## src/hdl/bmwr_pkg.sv

```systemverilog
// Package with offsets, field layouts and reset values of the bridge memory window registers.
package bmwr_pkg;

    // ==========================================================
    // Bus and window geometry
    // ==========================================================
    localparam int ADDR_W = 12;
    localparam int DATA_W = 32;
    localparam int FIELD_W = 12;
    localparam int LOW_W = 20;
    localparam int NUM_WIN = 2;

    // ==========================================================
    // Register byte offsets
    // ==========================================================
    localparam logic [ADDR_W-1:0] OFF_MEM_WIN = 12'h020;
    localparam logic [ADDR_W-1:0] OFF_PREF_WIN = 12'h024;
    localparam logic [ADDR_W-1:0] OFF_PREF_BASE_HI = 12'h028;
    localparam logic [ADDR_W-1:0] OFF_PREF_LIMIT_HI = 12'h02C;
    localparam logic [ADDR_W-1:0] OFF_FWD_STATUS = 12'h040;

    // ==========================================================
    // Field positions inside a register word
    // ==========================================================
    localparam int BASE_LSB = 4;
    localparam int LIMIT_LSB = 20;
    localparam int IND_BASE_LSB = 0;
    localparam int IND_LIMIT_LSB = 16;
    localparam int STAT_CROSS_BIT = 0;
    localparam int STAT_MEM_HIT_BIT = 1;
    localparam int STAT_PREF_HIT_BIT = 2;
    localparam int STAT_COUNT_LSB = 16;

    // ==========================================================
    // Fixed values and reset values
    // ==========================================================
    localparam logic [3:0] IND_64BIT = 4'h1;
    localparam logic [LOW_W-1:0] LOW_ONES = 20'hFFFFF;
    localparam logic [LOW_W-1:0] LOW_ZERO = 20'h00000;
    localparam logic [FIELD_W-1:0] FIELD_RST = 12'h000;
    localparam logic [31:0] UPPER_RST = 32'h00000000;
    localparam logic [15:0] COUNT_RST = 16'h0000;

    // ==========================================================
    // Bus slave states
    // ==========================================================
    typedef enum logic [0:0] {
        BMWR_ST_IDLE = 1'b0,
        BMWR_ST_ACCESS = 1'b1
    } bmwr_apb_state_t;

endpackage

```

## src/hdl/bmwr_window_match.sv

```systemverilog
// Comparator that tells whether a 64-bit address falls inside one window.
`timescale 1ns/1ps

module bmwr_window_match
    import bmwr_pkg::*;
(
    // Address under test.
    input wire logic [63:0] i_addr,
    // Window bounds, both inclusive.
    input wire logic [63:0] i_base,
    input wire logic [63:0] i_limit,
    // Match result.
    output logic o_hit
);

    logic win_open;

    // ==========================================================
    // Inclusive range compare
    // ==========================================================
    always_comb begin
        // A base above the limit closes the window; cleared reset values still leave the first megabyte open.
        win_open = (i_base <= i_limit); // RULE11
        o_hit = win_open && (i_addr >= i_base) && (i_addr <= i_limit); // RULE11
    end

endmodule

```

## src/hdl/bmwr_regs.sv

```systemverilog
// Memory window registers of a bridge port and the forwarding decision built on them.
//
// Overview of operation
// RULE1: memory limit low twenty bits read as ones
// RULE2: memory window decides cross-interface forwarding
// RULE3: both 64-bit indicator nibbles always read 1h
// RULE4: prefetch base bits 15:4 give address 31:20
// RULE5: prefetch limit bits 31:20, low bits ones
// RULE6: upper base register gives address bits 63:32
// RULE7: upper limit comes from its own register
// RULE8: all writable window fields clear at reset
// RULE9: prefetch window decides memory read/write forwarding
// RULE10: memory base bits 15:4, low bits zero
// RULE11: inclusive compare, base above limit disables window
`timescale 1ns/1ps

module bmwr_regs
    import bmwr_pkg::*;
(
    // Clock and reset.
    input wire logic i_sys_clk,
    input wire logic i_rst,
    // APB slave port.
    input wire logic i_psel,
    input wire logic i_penable,
    input wire logic i_pwrite,
    input wire logic [ADDR_W-1:0] i_paddr,
    input wire logic [DATA_W-1:0] i_pwdata,
    input wire logic [3:0] i_pstrb,
    output logic o_pready,
    output logic [DATA_W-1:0] o_prdata,
    output logic o_pslverr,
    // Transaction to be routed.
    input wire logic i_req_valid,
    input wire logic i_req_is_mem,
    input wire logic i_req_from_primary,
    input wire logic [63:0] i_req_addr,
    // Routing decision.
    output logic o_fwd_valid,
    output logic o_fwd_cross,
    output logic o_fwd_mem_hit,
    output logic o_fwd_pref_hit
);

    // ==========================================================
    // Declarations
    // ==========================================================
    bmwr_apb_state_t state_reg;
    bmwr_apb_state_t state_next;
    logic pready_reg;
    logic pready_next;
    logic [DATA_W-1:0] prdata_reg;
    logic [DATA_W-1:0] prdata_next;
    logic pslverr_reg;
    logic pslverr_next;

    logic [FIELD_W-1:0] mem_base_reg;
    logic [FIELD_W-1:0] mem_base_next;
    logic [FIELD_W-1:0] mem_limit_reg;
    logic [FIELD_W-1:0] mem_limit_next;
    logic [FIELD_W-1:0] pref_base_reg;
    logic [FIELD_W-1:0] pref_base_next;
    logic [FIELD_W-1:0] pref_limit_reg;
    logic [FIELD_W-1:0] pref_limit_next;
    logic [31:0] pref_base_hi_reg;
    logic [31:0] pref_base_hi_next;
    logic [31:0] pref_limit_hi_reg;
    logic [31:0] pref_limit_hi_next;

    logic fwd_valid_reg;
    logic fwd_valid_next;
    logic fwd_cross_reg;
    logic fwd_cross_next;
    logic fwd_mem_hit_reg;
    logic fwd_mem_hit_next;
    logic fwd_pref_hit_reg;
    logic fwd_pref_hit_next;
    logic [15:0] fwd_count_reg;
    logic [15:0] fwd_count_next;

    logic setup_phase;
    logic wr_fire;
    logic addr_mapped;
    logic [DATA_W-1:0] mem_word;
    logic [DATA_W-1:0] pref_word;
    logic [DATA_W-1:0] status_word;
    logic [DATA_W-1:0] rd_word;
    logic [DATA_W-1:0] wr_word;

    logic [63:0] mem_base_addr;
    logic [63:0] mem_limit_addr;
    logic [63:0] pref_base_addr;
    logic [63:0] pref_limit_addr;
    logic [63:0] win_base [NUM_WIN];
    logic [63:0] win_limit [NUM_WIN];
    logic [NUM_WIN-1:0] win_hit;
    logic any_hit;

    // Byte-lane merge so that a partial write keeps the lanes it does not strobe.
    function automatic logic [DATA_W-1:0] merge_lanes(
        input logic [DATA_W-1:0] old_w,
        input logic [DATA_W-1:0] new_w,
        input logic [3:0] strb
    );
        logic [DATA_W-1:0] res;
        res = old_w;
        for (int b = 0; b < 4; b++) begin
            if (strb[b]) begin
                res[b*8 +: 8] = new_w[b*8 +: 8];
            end
        end
        return res;
    endfunction

    // ==========================================================
    // Register words as software sees them
    // ==========================================================
    always_comb begin
        mem_word = '0;
        mem_word[BASE_LSB +: FIELD_W] = mem_base_reg;
        mem_word[LIMIT_LSB +: FIELD_W] = mem_limit_reg;
        pref_word = '0;
        pref_word[IND_BASE_LSB +: 4] = IND_64BIT; // RULE3
        pref_word[IND_LIMIT_LSB +: 4] = IND_64BIT; // RULE3
        pref_word[BASE_LSB +: FIELD_W] = pref_base_reg;
        pref_word[LIMIT_LSB +: FIELD_W] = pref_limit_reg;
        status_word = '0;
        status_word[STAT_CROSS_BIT] = fwd_cross_reg;
        status_word[STAT_MEM_HIT_BIT] = fwd_mem_hit_reg;
        status_word[STAT_PREF_HIT_BIT] = fwd_pref_hit_reg;
        status_word[STAT_COUNT_LSB +: 16] = fwd_count_reg;
    end

    // ==========================================================
    // APB slave: one wait-free access phase after each setup
    // ==========================================================
    always_comb begin
        setup_phase = i_psel && !i_penable;
        wr_fire = i_psel && i_penable && pready_reg && i_pwrite;
        addr_mapped = 1'b1;
        rd_word = '0;
        case (i_paddr)
            OFF_MEM_WIN: rd_word = mem_word;
            OFF_PREF_WIN: rd_word = pref_word;
            OFF_PREF_BASE_HI: rd_word = pref_base_hi_reg;
            OFF_PREF_LIMIT_HI: rd_word = pref_limit_hi_reg;
            OFF_FWD_STATUS: rd_word = status_word;
            default: addr_mapped = 1'b0;
        endcase
        state_next = state_reg;
        pready_next = 1'b0;
        prdata_next = '0;
        pslverr_next = 1'b0;
        case (state_reg)
            BMWR_ST_IDLE: begin
                if (setup_phase) begin
                    state_next = BMWR_ST_ACCESS;
                    pready_next = 1'b1;
                    pslverr_next = !addr_mapped;
                    prdata_next = i_pwrite ? '0 : rd_word;
                end
            end
            BMWR_ST_ACCESS: begin
                state_next = BMWR_ST_IDLE;
            end
            default: begin
                state_next = BMWR_ST_IDLE;
            end
        endcase
    end

    always_ff @(posedge i_sys_clk) begin
        if (i_rst) begin
            state_reg <= BMWR_ST_IDLE;
            pready_reg <= 1'b0;
            prdata_reg <= '0;
            pslverr_reg <= 1'b0;
        end else begin
            state_reg <= state_next;
            pready_reg <= pready_next;
            prdata_reg <= prdata_next;
            pslverr_reg <= pslverr_next;
        end
    end

    // ==========================================================
    // Window registers
    // ==========================================================
    always_comb begin
        mem_base_next = mem_base_reg;
        mem_limit_next = mem_limit_reg;
        pref_base_next = pref_base_reg;
        pref_limit_next = pref_limit_reg;
        pref_base_hi_next = pref_base_hi_reg;
        pref_limit_hi_next = pref_limit_hi_reg;
        wr_word = '0;
        if (wr_fire) begin
            case (i_paddr)
                OFF_MEM_WIN: begin
                    wr_word = merge_lanes(mem_word, i_pwdata, i_pstrb);
                    mem_base_next = wr_word[BASE_LSB +: FIELD_W]; // RULE10
                    mem_limit_next = wr_word[LIMIT_LSB +: FIELD_W]; // RULE1
                end
                OFF_PREF_WIN: begin
                    wr_word = merge_lanes(pref_word, i_pwdata, i_pstrb);
                    pref_base_next = wr_word[BASE_LSB +: FIELD_W]; // RULE4
                    pref_limit_next = wr_word[LIMIT_LSB +: FIELD_W]; // RULE5
                end
                OFF_PREF_BASE_HI: begin
                    pref_base_hi_next = merge_lanes(pref_base_hi_reg, i_pwdata, i_pstrb); // RULE6
                end
                OFF_PREF_LIMIT_HI: begin
                    pref_limit_hi_next = merge_lanes(pref_limit_hi_reg, i_pwdata, i_pstrb); // RULE7
                end
                default: begin
                    wr_word = '0;
                end
            endcase
        end
    end

    always_ff @(posedge i_sys_clk) begin
        if (i_rst) begin
            mem_base_reg <= FIELD_RST; // RULE8
            mem_limit_reg <= FIELD_RST; // RULE8
            pref_base_reg <= FIELD_RST; // RULE8
            pref_limit_reg <= FIELD_RST; // RULE8
            pref_base_hi_reg <= UPPER_RST; // RULE8
            pref_limit_hi_reg <= UPPER_RST;
        end else begin
            mem_base_reg <= mem_base_next;
            mem_limit_reg <= mem_limit_next;
            pref_base_reg <= pref_base_next;
            pref_limit_reg <= pref_limit_next;
            pref_base_hi_reg <= pref_base_hi_next;
            pref_limit_hi_reg <= pref_limit_hi_next;
        end
    end

    // ==========================================================
    // Window bounds and address compare
    // ==========================================================
    always_comb begin
        // The plain memory window only covers the low 4 GB.
        mem_base_addr = {32'h00000000, mem_base_reg, LOW_ZERO}; // RULE10
        mem_limit_addr = {32'h00000000, mem_limit_reg, LOW_ONES}; // RULE1
        pref_base_addr = {pref_base_hi_reg, pref_base_reg, LOW_ZERO}; // RULE4 RULE6
        pref_limit_addr = {pref_limit_hi_reg, pref_limit_reg, LOW_ONES}; // RULE5 RULE7
        win_base[0] = mem_base_addr;
        win_limit[0] = mem_limit_addr;
        win_base[1] = pref_base_addr;
        win_limit[1] = pref_limit_addr;
    end

    for (genvar g = 0; g < NUM_WIN; g++) begin : g_win
        bmwr_window_match u_match (
            .i_addr(i_req_addr),
            .i_base(win_base[g]),
            .i_limit(win_limit[g]),
            .o_hit(win_hit[g])
        );
    end

    // ==========================================================
    // Forwarding decision
    // ==========================================================
    always_comb begin
        any_hit = |win_hit;
        fwd_valid_next = i_req_valid;
        fwd_mem_hit_next = fwd_mem_hit_reg;
        fwd_pref_hit_next = fwd_pref_hit_reg;
        fwd_cross_next = 1'b0;
        fwd_count_next = fwd_count_reg;
        if (i_req_valid) begin
            fwd_mem_hit_next = i_req_is_mem && win_hit[0]; // RULE2
            fwd_pref_hit_next = i_req_is_mem && win_hit[1]; // RULE9
            // Downstream traffic crosses on a hit, upstream traffic crosses on a miss.
            if (i_req_is_mem) begin
                fwd_cross_next = i_req_from_primary ? any_hit : !any_hit; // RULE2 RULE9
            end
            if (fwd_cross_next) begin
                fwd_count_next = fwd_count_reg + 16'h0001;
            end
        end
    end

    always_ff @(posedge i_sys_clk) begin
        if (i_rst) begin
            fwd_valid_reg <= 1'b0;
            fwd_cross_reg <= 1'b0;
            fwd_mem_hit_reg <= 1'b0;
            fwd_pref_hit_reg <= 1'b0;
            fwd_count_reg <= COUNT_RST;
        end else begin
            fwd_valid_reg <= fwd_valid_next;
            fwd_cross_reg <= fwd_cross_next;
            fwd_mem_hit_reg <= fwd_mem_hit_next;
            fwd_pref_hit_reg <= fwd_pref_hit_next;
            fwd_count_reg <= fwd_count_next;
        end
    end

    assign o_pready = pready_reg;
    assign o_prdata = prdata_reg;
    assign o_pslverr = pslverr_reg;
    assign o_fwd_valid = fwd_valid_reg;
    assign o_fwd_cross = fwd_cross_reg;
    assign o_fwd_mem_hit = fwd_mem_hit_reg;
    assign o_fwd_pref_hit = fwd_pref_hit_reg;
endmodule

```

## config.mk

```make
export PLATFORM = sky130hd
export DESIGN_NAME = bmwr_regs
export DESIGN_NICKNAME = d
export VERILOG_FILES = /design/src/hdl/bmwr_pkg.sv /design/src/hdl/bmwr_window_match.sv /design/src/hdl/bmwr_regs.sv
export SDC_FILE = /design/constraint.sdc
export NUM_CORES = 1
export LEC_CHECK = 0
export ABC_AREA = 1
export BUFFER_PORTS_ARGS = -buffer_cell sky130_fd_sc_hd__buf_2
export CORE_UTILIZATION = 53
export CTS_CLUSTER_DIAMETER = 60
export DETAILED_ROUTE_END_ITERATION = 16
export GPL_TIMING_DRIVEN = 0
export PLACE_DENSITY = 0.89
export SLEW_MARGIN = 10
export SYNTH_ARGS = -nofsm -noshare
export SYNTH_HDL_FRONTEND = slang
export SYNTH_SLANG_ARGS = --single-unit
```

## constraint.sdc

```tcl
create_clock -name i_sys_clk -period 2.06 [get_ports i_sys_clk]
set_input_delay 0.206 -clock i_sys_clk [delete_from_list [all_inputs] [get_ports i_sys_clk]]
set_output_delay 0.206 -clock i_sys_clk [all_outputs]
set_load 0.1 [all_outputs]
```

**Word-level counts from Yosys, hierarchy flattened**

Index checks and enable logic that the tools add are counted.

- Flip-flop bits (word level): 167
- Input bits: 120
- Output and inout bits: 38
- Word-level logic and storage cells: 83

- $add $sub $neg: 1
- $lt $le $gt $ge: 6
- Equal/unequal tests: 5
- Multiplexer cells: 7
- Bitwise logic cells: 3
- Reductions and logical operators: 36

Operators by type and width:

| operator | count |
|---|---|
| one-hot mux 32 bit (5 select lines) | 1 |
| <= comparator 64 bit | 2 |
| greater-or-equal comparator 64 x 32 -> 1 bit | 1 |
| greater-or-equal comparator 64 bit | 1 |
| <= comparator 64 x 32 -> 1 bit | 1 |
| == test 12 x 6 -> 1 bit, second input constant | 4 |
| AND reduction 3 bit | 16 |
| <= comparator 32 bit | 1 |
| adder 16 x 1 -> 16 bit, second input constant | 1 |
| == test 12 x 7 -> 1 bit, second input constant | 1 |
| logical AND 1 bit | 10 |
| OR reduction 2 bit | 3 |
| 2-to-1 mux 1 bit | 5 |
| OR reduction 5 bit | 1 |
| OR reduction 4 bit | 1 |
| zero test 1 bit | 3 |
| NOT 1 bit | 3 |
| OR reduction 3 bit | 1 |
| one-hot mux 1 bit (2 select lines) | 1 |
| AND reduction 2 bit | 1 |

**Depth between registers and ports, before layout**

- Depth in word-level cells: 9
- Mapped depth: 20
- Mapped depth without buffers: 20

**Cells and area by module**

Synthesis repeated with hierarchy kept, for this count alone.

- Cell total of the unflattened synthesis: 2,477
- Area, all modules: 16,768.6 um^2

Modules (own cells, without submodules):

| module | times used | cells an instance | area an instance (um^2) |
|---|---|---|---|
| bmwr_window_match | 2 | 743 | 4,803.4 |
| bmwr_regs | 1 | 991 | 7,161.9 |

**Worst setup path after synthesis**

OpenSTA, ideal clock, no wires.

- Kind: reg-to-reg
- Start: register state_reg (netlist name)
- End: register pref_base_hi_reg[30]
- Arrival: 2.227 ns
- Data required time: 1.974 ns
- Setup slack: -0.253 ns
- Cell stages (with the launch flop): 8
- Clock period less this slack: 2.313 ns
- Cell sequence: dfxtp_1 > nand3_1 > nor2_1 > nand2_1 > nor2_4 > buf_4 > nor2_1 > a211oi_1

RTL lines:

| element | RTL line | text |
|---|---|---|
| end signal: assignment | bmwr_regs.sv:235 | `pref_base_hi_reg <= pref_base_hi_next;` |
| end: declaration | bmwr_regs.sv:65 | `logic [31:0] pref_base_hi_reg;` |

**Final worst setup path**

- Start: register pref_limit_reg[6]
- End: register fwd_count_reg[7]

- Cells in the longest elaborated chain, start to end: 9
- Elaborated cells on any way between the ends: 10
- Those cells by class: 2 x order compare; 3 x mux; 5 x reduce/logical

RTL lines:

| element | RTL line | text |
|---|---|---|
| start: declaration | bmwr_regs.sv:63 | `logic [FIELD_W-1:0] pref_limit_reg;` |
| start signal: assignment | bmwr_regs.sv:234 | `pref_limit_reg <= pref_limit_next;` |
| <= comparator 64 bit | bmwr_window_match.sv:23 | `win_open = (i_base <= i_limit);` |
| logical AND 1 bit | bmwr_window_match.sv:24 | `o_hit = win_open && (i_addr >= i_base) && (i_addr <= i_limit);` |
| logical AND 1 bit (*) | bmwr_window_match.sv:24 |  |
| OR reduction 2 bit (*) | bmwr_regs.sv:268 | `any_hit = \|win_hit;` |
| zero test 1 bit | bmwr_regs.sv:279 | `fwd_cross_next = i_req_from_primary ? any_hit : !any_hit;` |
| 2-to-1 mux 1 bit (*) | bmwr_regs.sv:279 |  |
| 2-to-1 mux 1 bit (*) | bmwr_regs.sv:278 | `if (i_req_is_mem) begin` |
| 2-to-1 mux 1 bit (*) | bmwr_regs.sv:274 | `if (i_req_valid) begin` |
| AND reduction 2 bit (no line) (*) | - |  |
| end signal: assignment | bmwr_regs.sv:299 | `fwd_count_reg <= fwd_count_next;` |
| end: declaration | bmwr_regs.sv:78 | `logic [15:0] fwd_count_reg;` |

Every way passes the cells marked *; elsewhere a longest branch is shown, timed or not. The select of a mux whose other input is x is not followed.
A chain may end at the register's enable or synchronous reset.

==> metrics.md <==
| Metric | Value |
|---|---|
| Run status | complete, but fails checks |
| Violated checks | setup timing |
| Synth Net Count | 1,843 |
| Critical-path cell list | inv_2 -> ha_4 -> nand2_1 -> inv_1 -> nand2_1 -> nor2_2 -> nand4_1 -> nor2_2 -> nand3_2 -> nand2_2 -> nand3_4 -> nand3_4 -> nand3_4 -> buf_12 -> buf_12 -> nand2_2 -> a21oi_2 |
| Reg clk slew, reported paths | 0.07 ns |
| Synth cell types | 42 |
| Skew final | 0.01069 ns |
| DRC | 0 |
| Area of the multi-input gates | 0.007413 sq mm |
| Layout area overhead | 22.16% |
| Critical path type | flop to flop |
| Number of global-route vias before repair | 11,100 |
| Die span in x | 148.2 microns |
| Final wirelength | 38,970 microns |
| Seq/Total Area, Yosys | 29.32% |
| Commonest cells after routing, fill and taps aside | 240 x nand2_1, 220 x inv_1, 180 x nor2_1, 163 x buf_2, 147 x ha_1 |
| RSZ-0062 raised after global routing | yes |
| Worst reg2reg setup slack | -0.56 ns |
| Syn. warnings | 0 |
| Synth Area per Inst | 7.285 sq um |
| Ys async rst share | 0% |
| Mapped cell area | 0.01134 sq mm |
| Final ANT Viol Nets | 0 |
| Reg area | 0.003372 sq mm |
| Final Hold Vio Count | 0 |
| Final GP Congestion | 0.9732 |
| Util after Layout | 65.88% |
| Max-cap viol count | 0 |
| Worst path max stage delay | 0.35 ns |
| N_diodes | 0 |
| First-pass DRT Iterations | 14 |
| Placed Area | 0.01246 sq mm |
| WL/cell | 19.12 microns |
| Grt total ovfl | 0 |
| Worst Path Required | 2.37 ns |
| Setup-failing EPs final | 18 |
| Slew margin rel. | 42.11% |
| CTS sink cnt | 166 |
| Global-route usage over all layers | 34.29% |
| H-tree levels | 4 |
| Crit path max-delay cell type | dfxtp_2 |
| Lkg Pwr | 0.005828 uW |
| Fin crit share | 127.2% |
| Crit-path most repeated cell | nand3_4 |
| Max-slew violation count | 0 |
| Drt initial violations | 1,265 |
| CP Capture Type | flop |
| Layout net count | 2,039 |
| Hold crit path type | input pin to flop |
| Design Area, Final | 0.01385 sq mm |
| Fin Setup TNS | -8.518 ns |
| IO Count | 158 |
| Cts bufs inserted | 17 |
| Via count | 12,110 |
| Max Clk Rate | 381.7 MHz |
| Hpwl dp | 29,380 microns |
| Rows | 53 |
| CTS Buffer Depth | 2 |
| Fillers | 1,727 |
| Setup WS post-layout | -0.5598 ns |
| Starting Density | 53.93% |
| Synth Flop Type | dfxtp_1 |
| Commonest non-fill, non-tap cell in the layout | nand2_1 |
| Critical path buffers and inverters | 4 |
| Root Buffer | clkbuf_16 |
| Initial antenna violation count | 0 |
| Clock Latency Late Sink | 0.45 ns |
| Slew @ Worst Pin | 0.8684 ns |
| Largest net degree at the start of global routing | 17 |
| Tmin final | 2.620 ns |
| CP Launch Type | flop |
| Maximum vdd ir drop | 0.6344 mV |
| Proportion of layout cells with a drive suffix above 1 | 22.80% |
| Worst EP arrival | 2.93 ns |
| EDFF count, synth | 0 |
| Crit-path max FO | 5 |
| PD cells | 538.2 mW/mm^2 |
| Die ar. | 0.02198 sq mm |
| Die Y-Extent | 148.2 microns |
| Number of port buffers | 156 |
| First-pass GRT wire length | 57,390 microns |
| Family with the most delay on the worst path | simple AND/OR/NAND/NOR gates |
| Vias per inst | 5.943 |
| Flops & latches, synth | 166 |
| CTS tree | built |
| CORE AREA | 0.02102 sq mm |
| Synth Instances | 1,556 |
stage by stage:
step	total power (uW)	hold WS (ns)	std cells	worst slack, ns
finish	7453	0.005649	2038	-0.5598
global route	7605	0.02616	2038	-0.5912
CTS	7342	0.01387	2035	-0.4479
detailed placement	4024	0.4101	1987	-0.5979
global placement	3999	0.4046	1987	-0.5244
floorplan	3707	0.3002	1556	0.003435
cells in the mapped netlist (6+ instances only):
cell	number	area, sq um
buf_2	7	35.03
o21ai_0	42	210.2
nor2_2	7	43.79
xor2_1	14	122.6
ha_1	167	2090
nand2_1	253	949.7
dfxtp_1	166	3323
clkbuf_1	20	75.07
a21oi_2	9	78.83
a31oi_1	6	37.54
nand2_2	13	81.33
a21o_1	6	45.04
a21oi_1	123	615.6
a211oi_1	90	675.7
nand4_1	39	244.0
inv_1	239	897.1
nand3_1	37	185.2
o21a_1	7	52.55
o22ai_1	32	200.2
nor2_4	10	112.6
buf_4	10	75.07
nor3_1	24	120.1
nor2_1	198	743.2
final timing paths:
path,start,endpoint,cells after the start
max,pref_limit_reg[6],fwd_count_reg[7],17
min,i_psel,state_reg,3
max reg2reg,pref_limit_reg[6],fwd_count_reg[7],17
min reg2reg,state_reg,state_reg,1
worst register-to-register path: cells and delay by family, from the launching register on:
kind / cells / cell delay (ns)
AND/OR/NAND/NOR: 11 / 1.35
buffers and inverters: 4 / 0.48
flip-flops: 1 / 0.35
adder cells (fa/ha/maj): 1 / 0.26
AO/OA/AOI/OAI: 1 / 0.05
power by group:
group	total, uW	switching, uW	internal [uW]	leakage, uW
Combinational	862	539	324	0.00418
Sequential	3220	7.60	3210	0.00136
Clock	3370	1440	1930	0.000294
layer usage:
layer	wire [microns]	part of all wire, %	GRT usage (%)
met3	4187	11	5.859
met4	2499	6.4	20.67
met1	14590	37	41.59
met5	0	0	0
met2	17700	45	56.78
timing repair:
item,CTS,global route
endpoints found under the hold margin,1,0
setup buffers,15,5
hold buffers,1,0
cloned,2,0
endpoints found under the setup margin,46,43
pin swaps,21,44
resized for setup,49,116
kinds of logic (layout without fill, tap and decap cells):
logic type,after synthesis,after routing,synth area share [%]
xor+xnor,14,14,1.082
fa+ha+maj,167,167,18.43
flops,166,166,29.32
simple gates,598,598,23.44
buf+inv,284,491,10.02
compound gates,327,327,17.70
area by class of cell:
cell class | count | share of cell area, %
Clock inverter | 11 | 1.075
Sequential cell | 166 | 24.35
Tap cell | 275 | 2.485
Buffer | 41 | 1.617
Clock buffer | 19 | 3.198
Multi-Input combinational cell | 1106 | 53.53
Inverter | 243 | 6.659
Timing Repair Buffer | 177 | 7.083
(Power assumes the default switching activity.)
